==> config.mk <==
export PLATFORM = sky130hd
export DESIGN_NAME = mission_stop_access_arbiter
export DESIGN_NICKNAME = d
export VERILOG_FILES = /design/src/verilog/logger_pkg.sv /design/src/verilog/byte_fifo.sv /design/src/verilog/mission_stop_access_arbiter.sv
export SDC_FILE = /design/constraint.sdc
export NUM_CORES = 1
export LEC_CHECK = 0
export BUFFER_PORTS_ARGS = -buffer_cell sky130_fd_sc_hd__clkbuf_2
export CAP_MARGIN = 0
export CORE_ASPECT_RATIO = 0.7
export CORE_MARGIN = 2
export CORE_UTILIZATION = 57
export CTS_CLUSTER_SIZE = 20
export DETAILED_ROUTE_END_ITERATION = 7
export PLACE_DENSITY = 0.8
export SYNTH_ARGS = -nofsm -noshare
export SYNTH_HDL_FRONTEND = slang
export SYNTH_SLANG_ARGS = --single-unit
==> constraint.sdc <==
create_clock -name clk_i -period 5.4 [get_ports clk_i]
set_clock_uncertainty 0.2 [all_clocks]
set_input_delay 0.27 -clock clk_i [delete_from_list [all_inputs] [get_ports clk_i]]
set_output_delay 0.27 -clock clk_i [all_outputs]
set_load 0.01 [all_outputs]
==> src/verilog/logger_pkg.sv <==
package logger_pkg;
  localparam logic [7:0]  OP_STOP   = 8'h33;
  localparam logic [7:0]  OP_RDMEM  = 8'h69;
  localparam logic [7:0]  OP_COPY   = 8'h99;
  localparam logic [7:0]  OP_RDSCR  = 8'haa;
  localparam logic [7:0]  DUMMY_B   = 8'hff;
  localparam logic [7:0]  IDLE_B    = 8'hff;
  localparam logic [7:0]  ALT_B     = 8'haa;
  localparam logic [15:0] STAT_ADDR = 16'h0215;
  localparam int          MIP_BIT   = 1;
  localparam int          ALARM_WAIT_FLAG_BIT  = 4;
  localparam logic [15:0] CRC_POLY  = 16'ha001;
  localparam logic        MIP_RST   = 1'b0;
  localparam logic        ALARM_WAIT_FLAG_RST  = 1'b0;
  localparam int          CLK_NS    = 25;
  localparam int          LOW_STD_NS = 120000;
  localparam int          LOW_OD_NS  = 12000;
  localparam int          LOW_STD_CYC = LOW_STD_NS / CLK_NS;
  localparam int          LOW_OD_CYC  = LOW_OD_NS / CLK_NS;
  localparam int          SAMPLE_MS   = 666;
  localparam int          FIFO_W      = 8;
  localparam int          FIFO_D      = 8;

  typedef struct packed {
    logic       valid;
    logic [7:0] data;
  } byte_t;

  typedef enum logic [3:0] {
    S_IDLE   = 4'h0,
    S_CMD    = 4'h1,
    S_ADDR   = 4'h2,
    S_AUTH   = 4'h3,
    S_PW     = 4'h4,
    S_DUMMY  = 4'h5,
    S_SEND   = 4'h6,
    S_CRC    = 4'h7,
    S_ONES   = 4'h8,
    S_ALT    = 4'h9,
    S_SILENT = 4'ha
  } cmd_state_t;
endpackage

==> src/verilog/byte_fifo.sv <==
`timescale 1ns/1ps
`default_nettype none
module byte_fifo #(
  parameter int W = 8,
  parameter int D = 8
) (
  // clock and reset
  input  wire logic         clk_i,
  input  wire logic         srst_i,
  // fill side
  input  wire logic         in_valid_i,
  input  wire logic [W-1:0] in_data_i,
  output logic              in_ready_o,
  // drain side
  output logic              out_valid_o,
  output logic [W-1:0]      out_data_o,
  input  wire logic         out_ready_i
);
  localparam int AW = $clog2(D);

  typedef struct packed {
    logic [D-1:0][W-1:0] mem;
    logic [AW-1:0]       wp;
    logic [AW-1:0]       rp;
    logic [AW:0]         cnt;
  } fifo_st_t;

  fifo_st_t q;
  fifo_st_t d;
  logic     wr;
  logic     rd;

  assign in_ready_o  = q.cnt != (AW+1)'(D);
  assign out_valid_o = q.cnt != '0;
  assign out_data_o  = q.mem[q.rp];

  always_comb begin
    d  = q;
    wr = in_valid_i && in_ready_o;
    rd = out_valid_o && out_ready_i;
    if (wr) begin
      d.mem[q.wp] = in_data_i;
      d.wp        = q.wp + 1'b1;
    end
    if (rd) begin
      d.rp = q.rp + 1'b1;
    end
    d.cnt = q.cnt + (AW+1)'(wr) - (AW+1)'(rd);
  end

  always_ff @(posedge clk_i) begin
    if (srst_i) begin
      q <= '0;
    end else begin
      q <= d;
    end
  end
endmodule
`default_nettype wire

==> src/verilog/mission_stop_access_arbiter.sv <==
`timescale 1ns/1ps
`default_nettype none
module mission_stop_access_arbiter #(
  parameter int LOW_STD_CYC = logger_pkg::LOW_STD_CYC
) (
  // clock and reset
  input  wire logic              clk_i,
  input  wire logic              srst_i,
  // bus line, open drain
  input  wire logic              line_i,
  output logic                   line_o,
  output logic                   line_oe_o,
  input  wire logic              overdrive_i,
  // bit-slot layer
  input  wire logic              rom_done_i,
  input  wire logger_pkg::byte_t rx_i,
  input  wire logic              drive_low_i,
  output logic                   tx_valid_o,
  output logic [7:0]             tx_data_o,
  input  wire logic              tx_ready_i,
  // mission and sampler
  input  wire logic              sample_busy_i,
  input  wire logic              mission_start_i,
  input  wire logic              alarm_wait_flag_set_i,
  input  wire logic              alarm_wait_flag_clr_i,
  output logic                   mip_o,
  output logic                   alarm_wait_flag_o,
  output logic [7:0]             status_o,
  // passwords and copy check
  input  wire logic              pw_en_i,
  input  wire logic [63:0]       full_pw_i,
  input  wire logic [63:0]       read_pw_i,
  input  wire logic [23:0]       auth_i,
  input  wire logic              copy_reg_page_i,
  // memory port
  output logic [15:0]            mem_addr_o,
  output logic                   mem_rd_o,
  output logic                   scr_sel_o,
  input  wire logic [7:0]        mem_rdata_i,
  output logic                   reg_wr_en_o,
  output logic                   mem_wr_en_o,
  output logic                   copy_go_o
);
  localparam logic [12:0] STD_LIM = 13'(LOW_STD_CYC);
  localparam logic [12:0] OD_LIM  = 13'(logger_pkg::LOW_OD_CYC);

  typedef struct packed {
    logger_pkg::cmd_state_t st;
    logic [1:0]             ln;
    logic [12:0]            low;
    logic [3:0]             cnt;
    logic [7:0]             opc;
    logic [63:0]            pw;
    logic [23:0]            auth;
    logic [15:0]            addr;
    logic [15:0]            crc;
    logic                   hit;
    logic                   scr;
    logic                   mission_active_flag;
    logic                   alarm_wait_flag;
    logic                   go;
  } arb_st_t;

  arb_st_t     q;
  arb_st_t     d;
  logic        push;
  logic [7:0]  pbyte;
  logic        in_rdy;
  logic [12:0] lim;
  logic        bus_rst;
  logic        pw_ok;
  logic        busy;
  logic [63:0] pw_n;
  logic [7:0]  status;

  function automatic logic [15:0] crc_upd(input logic [15:0] c, input logic [7:0] b);
    logic [15:0] r;
    r = c ^ {8'h00, b};
    for (int i = 0; i < 8; i++) begin
      r = r[0] ? ((r >> 1) ^ logger_pkg::CRC_POLY) : (r >> 1);
    end
    return r;
  endfunction

  ////////////////////////////////////////////////////////////////////////
  // status byte and static outputs

  always_comb begin
    status                       = 8'h00;
    status[logger_pkg::MIP_BIT]  = q.mission_active_flag;
    status[logger_pkg::ALARM_WAIT_FLAG_BIT] = q.alarm_wait_flag;
  end

  assign status_o    = status;
  assign mip_o       = q.mission_active_flag;
  assign alarm_wait_flag_o      = q.alarm_wait_flag;
  assign line_o      = 1'b0;
  // drive only inside a slot the master already opened
  assign line_oe_o   = drive_low_i && !q.ln[1] && q.st != logger_pkg::S_SILENT;
  assign mem_addr_o  = q.addr;
  assign mem_rd_o    = q.st == logger_pkg::S_SEND;
  assign scr_sel_o   = q.scr;
  assign reg_wr_en_o = !q.mission_active_flag;
  assign busy        = sample_busy_i && (q.mission_active_flag || q.alarm_wait_flag);
  assign mem_wr_en_o = !sample_busy_i;
  assign copy_go_o   = q.go;

  ////////////////////////////////////////////////////////////////////////
  // command sequencer

  always_comb begin
    d       = q;
    d.go    = 1'b0;
    push    = 1'b0;
    pbyte   = logger_pkg::IDLE_B;
    d.ln    = {q.ln[0], line_i};
    lim     = overdrive_i ? OD_LIM : STD_LIM;
    bus_rst = !q.ln[1] && q.low == lim;
    pw_n    = {rx_i.data, q.pw[63:8]};
    pw_ok   = !pw_en_i || pw_n == full_pw_i ||
              (q.opc == logger_pkg::OP_RDMEM && pw_n == read_pw_i);
    if (q.ln[1]) begin
      d.low = '0;
    end else if (q.low != lim) begin
      d.low = q.low + 13'h0001;
    end
    // a long sample keeps this sticky until the next command starts (rom_done_i in S_IDLE)
    if (busy && q.st != logger_pkg::S_IDLE) begin
      d.hit = 1'b1;
    end
    if (alarm_wait_flag_clr_i) begin
      d.alarm_wait_flag = 1'b0;
    end
    if (alarm_wait_flag_set_i) begin
      d.alarm_wait_flag = 1'b1;
    end
    unique case (q.st)
      logger_pkg::S_IDLE: begin
        if (rom_done_i) begin
          d.st  = logger_pkg::S_CMD;
          d.hit = 1'b0;
          d.cnt = '0;
          d.scr = 1'b0;
        end
      end
      logger_pkg::S_CMD: begin
        if (rx_i.valid) begin
          d.opc = rx_i.data;
          d.crc = crc_upd(16'h0000, rx_i.data);
          d.cnt = '0;
          unique case (rx_i.data)
            logger_pkg::OP_STOP:  d.st = logger_pkg::S_PW;
            logger_pkg::OP_RDMEM: d.st = logger_pkg::S_ADDR;
            logger_pkg::OP_COPY:  d.st = logger_pkg::S_AUTH;
            logger_pkg::OP_RDSCR: begin
              d.st   = logger_pkg::S_SEND;
              d.scr  = 1'b1;
              d.addr = '0;
            end
            default: d.st = logger_pkg::S_SILENT;
          endcase
        end
      end
      logger_pkg::S_ADDR: begin
        if (rx_i.valid) begin
          d.addr = {rx_i.data, q.addr[15:8]};
          d.crc  = crc_upd(q.crc, rx_i.data);
          d.cnt  = q.cnt + 4'h1;
          if (q.cnt == 4'h1) begin
            d.st  = logger_pkg::S_PW;
            d.cnt = '0;
          end
        end
      end
      logger_pkg::S_AUTH: begin
        if (rx_i.valid) begin
          d.auth = {rx_i.data, q.auth[23:8]};
          d.cnt  = q.cnt + 4'h1;
          if (q.cnt == 4'h2) begin
            d.st  = logger_pkg::S_PW;
            d.cnt = '0;
          end
        end
      end
      logger_pkg::S_PW: begin
        if (rx_i.valid) begin
          d.pw  = pw_n;
          d.cnt = q.cnt + 4'h1;
          if (q.cnt == 4'h7) begin
            if (q.opc == logger_pkg::OP_STOP) begin
              d.st = logger_pkg::S_DUMMY;
            end else if (!pw_ok) begin
              d.st = logger_pkg::S_SILENT;
            end else if (q.opc == logger_pkg::OP_RDMEM) begin
              d.st = logger_pkg::S_SEND;
            end else if (d.hit || q.auth != auth_i ||
                         (copy_reg_page_i && q.mission_active_flag)) begin
              d.st = logger_pkg::S_SILENT;
            end else begin
              d.go = 1'b1;
              d.st = logger_pkg::S_ALT;
            end
          end
        end
      end
      logger_pkg::S_DUMMY: begin
        if (rx_i.valid) begin
          d.st = logger_pkg::S_SILENT;
          if (rx_i.data == logger_pkg::DUMMY_B && q.mission_active_flag && !d.hit &&
              (!pw_en_i || q.pw == full_pw_i)) begin
            d.mission_active_flag = 1'b0;
            // alarm wait is deliberately left as it is
            d.alarm_wait_flag = d.alarm_wait_flag;
          end
          // an interfered stop keeps the mission flag set
          if (d.hit) begin
            d.mission_active_flag = q.mission_active_flag;
          end
        end
      end
      logger_pkg::S_SEND: begin
        if (in_rdy) begin
          push  = 1'b1;
          pbyte = q.addr == logger_pkg::STAT_ADDR ? status : mem_rdata_i;
          if (d.hit) begin
            pbyte = logger_pkg::IDLE_B;
          end
          d.crc  = crc_upd(q.crc, pbyte);
          d.addr = q.addr + 16'h0001;
          if (q.addr[4:0] == 5'h1f) begin
            d.st  = logger_pkg::S_CRC;
            d.cnt = '0;
          end
        end
      end
      logger_pkg::S_CRC: begin
        if (in_rdy) begin
          push  = 1'b1;
          pbyte = q.cnt == 4'h0 ? ~q.crc[7:0] : ~q.crc[15:8];
          if (d.hit) begin
            pbyte = logger_pkg::IDLE_B;
          end
          d.cnt = q.cnt + 4'h1;
          if (q.cnt == 4'h1) begin
            d.crc = '0;
            d.st  = q.scr ? logger_pkg::S_ONES : logger_pkg::S_SEND;
          end
        end
      end
      logger_pkg::S_ONES: begin
        push  = in_rdy;
        pbyte = logger_pkg::IDLE_B;
      end
      logger_pkg::S_ALT: begin
        push  = in_rdy;
        pbyte = logger_pkg::ALT_B;
      end
      logger_pkg::S_SILENT: begin
        d.st = logger_pkg::S_SILENT;
      end
      default: d.st = logger_pkg::S_IDLE;
    endcase
    // a new mission wins over a stop in the same cycle
    if (mission_start_i) begin
      d.mission_active_flag = 1'b1;
    end
    // reset by the line ends every transfer at once
    if (bus_rst) begin
      d.st  = logger_pkg::S_IDLE;
      d.scr = 1'b0;
    end
  end

  always_ff @(posedge clk_i) begin
    if (srst_i) begin
      q      <= '0;
      q.ln   <= 2'h3;
      q.mission_active_flag  <= logger_pkg::MIP_RST;
      q.alarm_wait_flag <= logger_pkg::ALARM_WAIT_FLAG_RST;
    end else begin
      q <= d;
    end
  end

  ////////////////////////////////////////////////////////////////////////
  // response buffer; a slow drain stalls the sender

  byte_fifo #(
    .W (logger_pkg::FIFO_W),
    .D (logger_pkg::FIFO_D)
  ) u_tx_fifo (
    .clk_i       (clk_i),
    .srst_i      (srst_i || bus_rst),
    .in_valid_i  (push),
    .in_data_i   (pbyte),
    .in_ready_o  (in_rdy),
    .out_valid_o (tx_valid_o),
    .out_data_o  (tx_data_o),
    .out_ready_i (tx_ready_i)
  );
endmodule
`default_nettype wire

==> results.txt <==
Hold wc startpoint = srst_i
Post-route cell area = 0.01548 sq mm
Die H = 134.4 um
Mapped Area = 0.01385 sq mm
Crit path time final = 3.848 ns
Mapped Avg Cell Area = 8.138 sq um
WS Path Type = flip-flop to flip-flop
Fin nets = 2003
Antenna violations before repair = 0
Power Dens Cells = 330.7 mW/mm^2
Most frequent cells in the layout = 230 x dfxtp_1, 215 x clkbuf_2, 195 x nor2_1, 190 x nand2_1, 144 x xnor2_1
Slew HR = 14.50%
Setup TNS Final = 0 ns
Seq cells post-synth = 230
Ys Warns = 0
Largest net degree at the start of global routing = 86
Register area share after synthesis = 33.24%
DR vias = 12580
Num rows = 47
CTS tree = done
Final period util = 71.25%
Crit path required time = 5.61 ns
Iter 0 DRT Violations = 1362
Die area = 0.02558 sq mm
Wirelength, routed = 41010 um
R2R Path End = q[5]
Port bufs = 216
Diodes inserted = 0
Starting density of the core = 58.30%
Leakage Power = 0.006016 uW
Total core area = 0.02376 sq mm
Outcome = completed
Dpl hpwl = 30090 um
Max FO, Critical Path = 21
Area grow syn2layout = 11.74%
Vias in the first global route = 11690
Clock transition at path regs = 0.07 ns
FMAX = 0.2599 GHz
GPL Wtd Cong = 0.9899
Clock buffer depth = 3
CTS Buf Count = 24
Main synth FF type = dfxtp_1
RSZ-0062 raised after global routing = no
Commonest non-fill, non-tap cell in the layout = dfxtp_1
Min-Delay Path Class = input port to flip-flop
Max_cap viols = 0
Initial DRT Pass Iterations = 5
Die span in x = 190.3 um
Post-synth EDFFs = 0
Worst skew pair latency = 0.51 ns
Final Hold Fails = 0
H-tree levels = 1
Routed Antenna Nets = 0
# DRC = 0
Ports = 224
Worst Setup Start Kind = flip-flop
Async set-reset flop share out of synthesis = 0%
Root Buffer = clkbuf_16
First-pass GRT wire length = 63860 um
Vias/cell = 5.928
Crit. End Element = flip-flop
Hold path depth = 2
Post_cts resized = 0
Placed cell area = 0.01464 sq mm
Worst Hold Endpoint = q[7]
Post-route setup slack = 1.552 ns
Hold slack = 0.05775 ns
Synthesized netlist cell count = 1702
Final setup fails = 0
Total Routing Usage GR = 31.51%
Post-CTS Setup Inserts = 0
Overflow after GRT = 0
Reg2reg start = mem_addr_o[0]
Max-slew violation count = 0
Reg2reg setup slack = 1.55 ns
Worst-Margin Slew = 1.273 ns
R2r worst-path depth = 9
Routed WL per cell = 19.33 um
Peak supply drop = 0.2897 mV
Num Clock Sinks = 230
Post-placement setup slack = 1.606 ns
Synth cell types = 74
Share of cells above drive strength 1 = 17.57%
CP arrival = 4.06 ns
[synth_stat cells (all sizes together), types with 5 or more instances]
master  instances  share of area [%]
a22oi          14               0.76
inv            34               0.92
and2            6               0.27
ha             30                2.7
dfxtp         230                 33
mux2           15                1.2
a31oi           6               0.27
mux4           16                2.6
buf            54                2.5
nand3          26               0.94
o22ai          10               0.45
nor2          197                5.4
clkbuf        122                3.3
nor3           35                1.4
xor2          133                8.5
nor4           36                1.8
nand4          43                1.9
mux2i          22                1.6
o21ai          31                1.1
a21o            5               0.27
a21oi         141                5.1
xnor2         148                9.6
nand2b         10               0.45
nand2         192                5.2
a211oi         82                4.4
[worst max-delay path by stage]
stage,start,to,slack [ns],depth (start not counted)
after floorplan,mem_addr_o[0],q[5],2.68,9
after global placement,mem_addr_o[0],q[5],1.70,9
after detailed placement,mem_addr_o[0],q[5],1.61,9
after CTS,mem_addr_o[0],q[5],1.60,9
after global routing,mem_addr_o[0],q[5],1.32,9
final,mem_addr_o[0],q[5],1.55,9
[where the power goes]
group / internal (uW) / switching [uW] / total [uW] / leakage [uW]
Combinational: 626 / 860 / 1490 / 0.00378
Sequential: 1810 / 194 / 2000 / 0.00186
Clock: 955 / 673 / 1630 / 0.000382
[per-layer routing]
layer  share of wire, %  global-route usage [%]
met5                  0                       0
met1                 45                   46.04
met3                 10                   6.829
met2                 43                   47.21
met4                2.2                   7.537
[logic make-up (layout without fill, tap and decap cells)]
kind of cell	after synthesis	in the layout	share of synthesized area, %
compound gates	318	318	14.41
xor+xnor	282	282	18.26
fa+ha+maj	31	31	2.855
buf+inv	210	306	6.694
flops	230	230	33.24
mux	53	53	5.411
other cells	1	7	0.02707
simple gates	577	577	19.11
[flip-flops by register name (all words and copies together) (netlist names)]
name / cells
scr_sel_o: 1
q: 79
alarm_wait_flag_o: 1
mem_addr_o: 16
d: 1
copy_go_o: 1
u_tx_fifo.q: 74
mip_o: 1
pw_n: 56
[area by class of cell]
| cell class | instances | area, sq um |
|---|---|---|
| tap | 318 | 397.9 |
| inverter | 34 | 127.6 |
| multi-input combinational | 1268 | 8362 |
| clock inverter | 6 | 55.05 |
| sequential | 230 | 4604 |
| clock buffer | 34 | 709.4 |
| timing repair buffer | 232 | 1221 |
| fill | 1982 | 8280 |
[what timing repair did]
item	CTS	global route
endpoints found under the hold margin	8	0
hold buffers	7	0
setup endpoints to repair	0	0
[critical path: stages, from the launching register on]
cell and delay (ns):
dfxtp_1 0.45, ha_1 0.19, nor4bb_1 0.31, nand4_1 0.77, or4_1 0.72, o41ai_2 0.08, nor3_2 0.09, xnor3_1 0.41
o221a_1 0.27, a2111oi_2 0.26
[stage by stage]
stage,total power [uW],utilization (%),cells
finish,5119,65.15,2122
global route,5353,65.15,2122
CTS,5106,65.15,2122
detailed placement,3479,61.63,2075
global placement,3434,61.63,2075
floorplan,3096,-,1708
No activity file was read; power rests on OpenSTA's default activity.
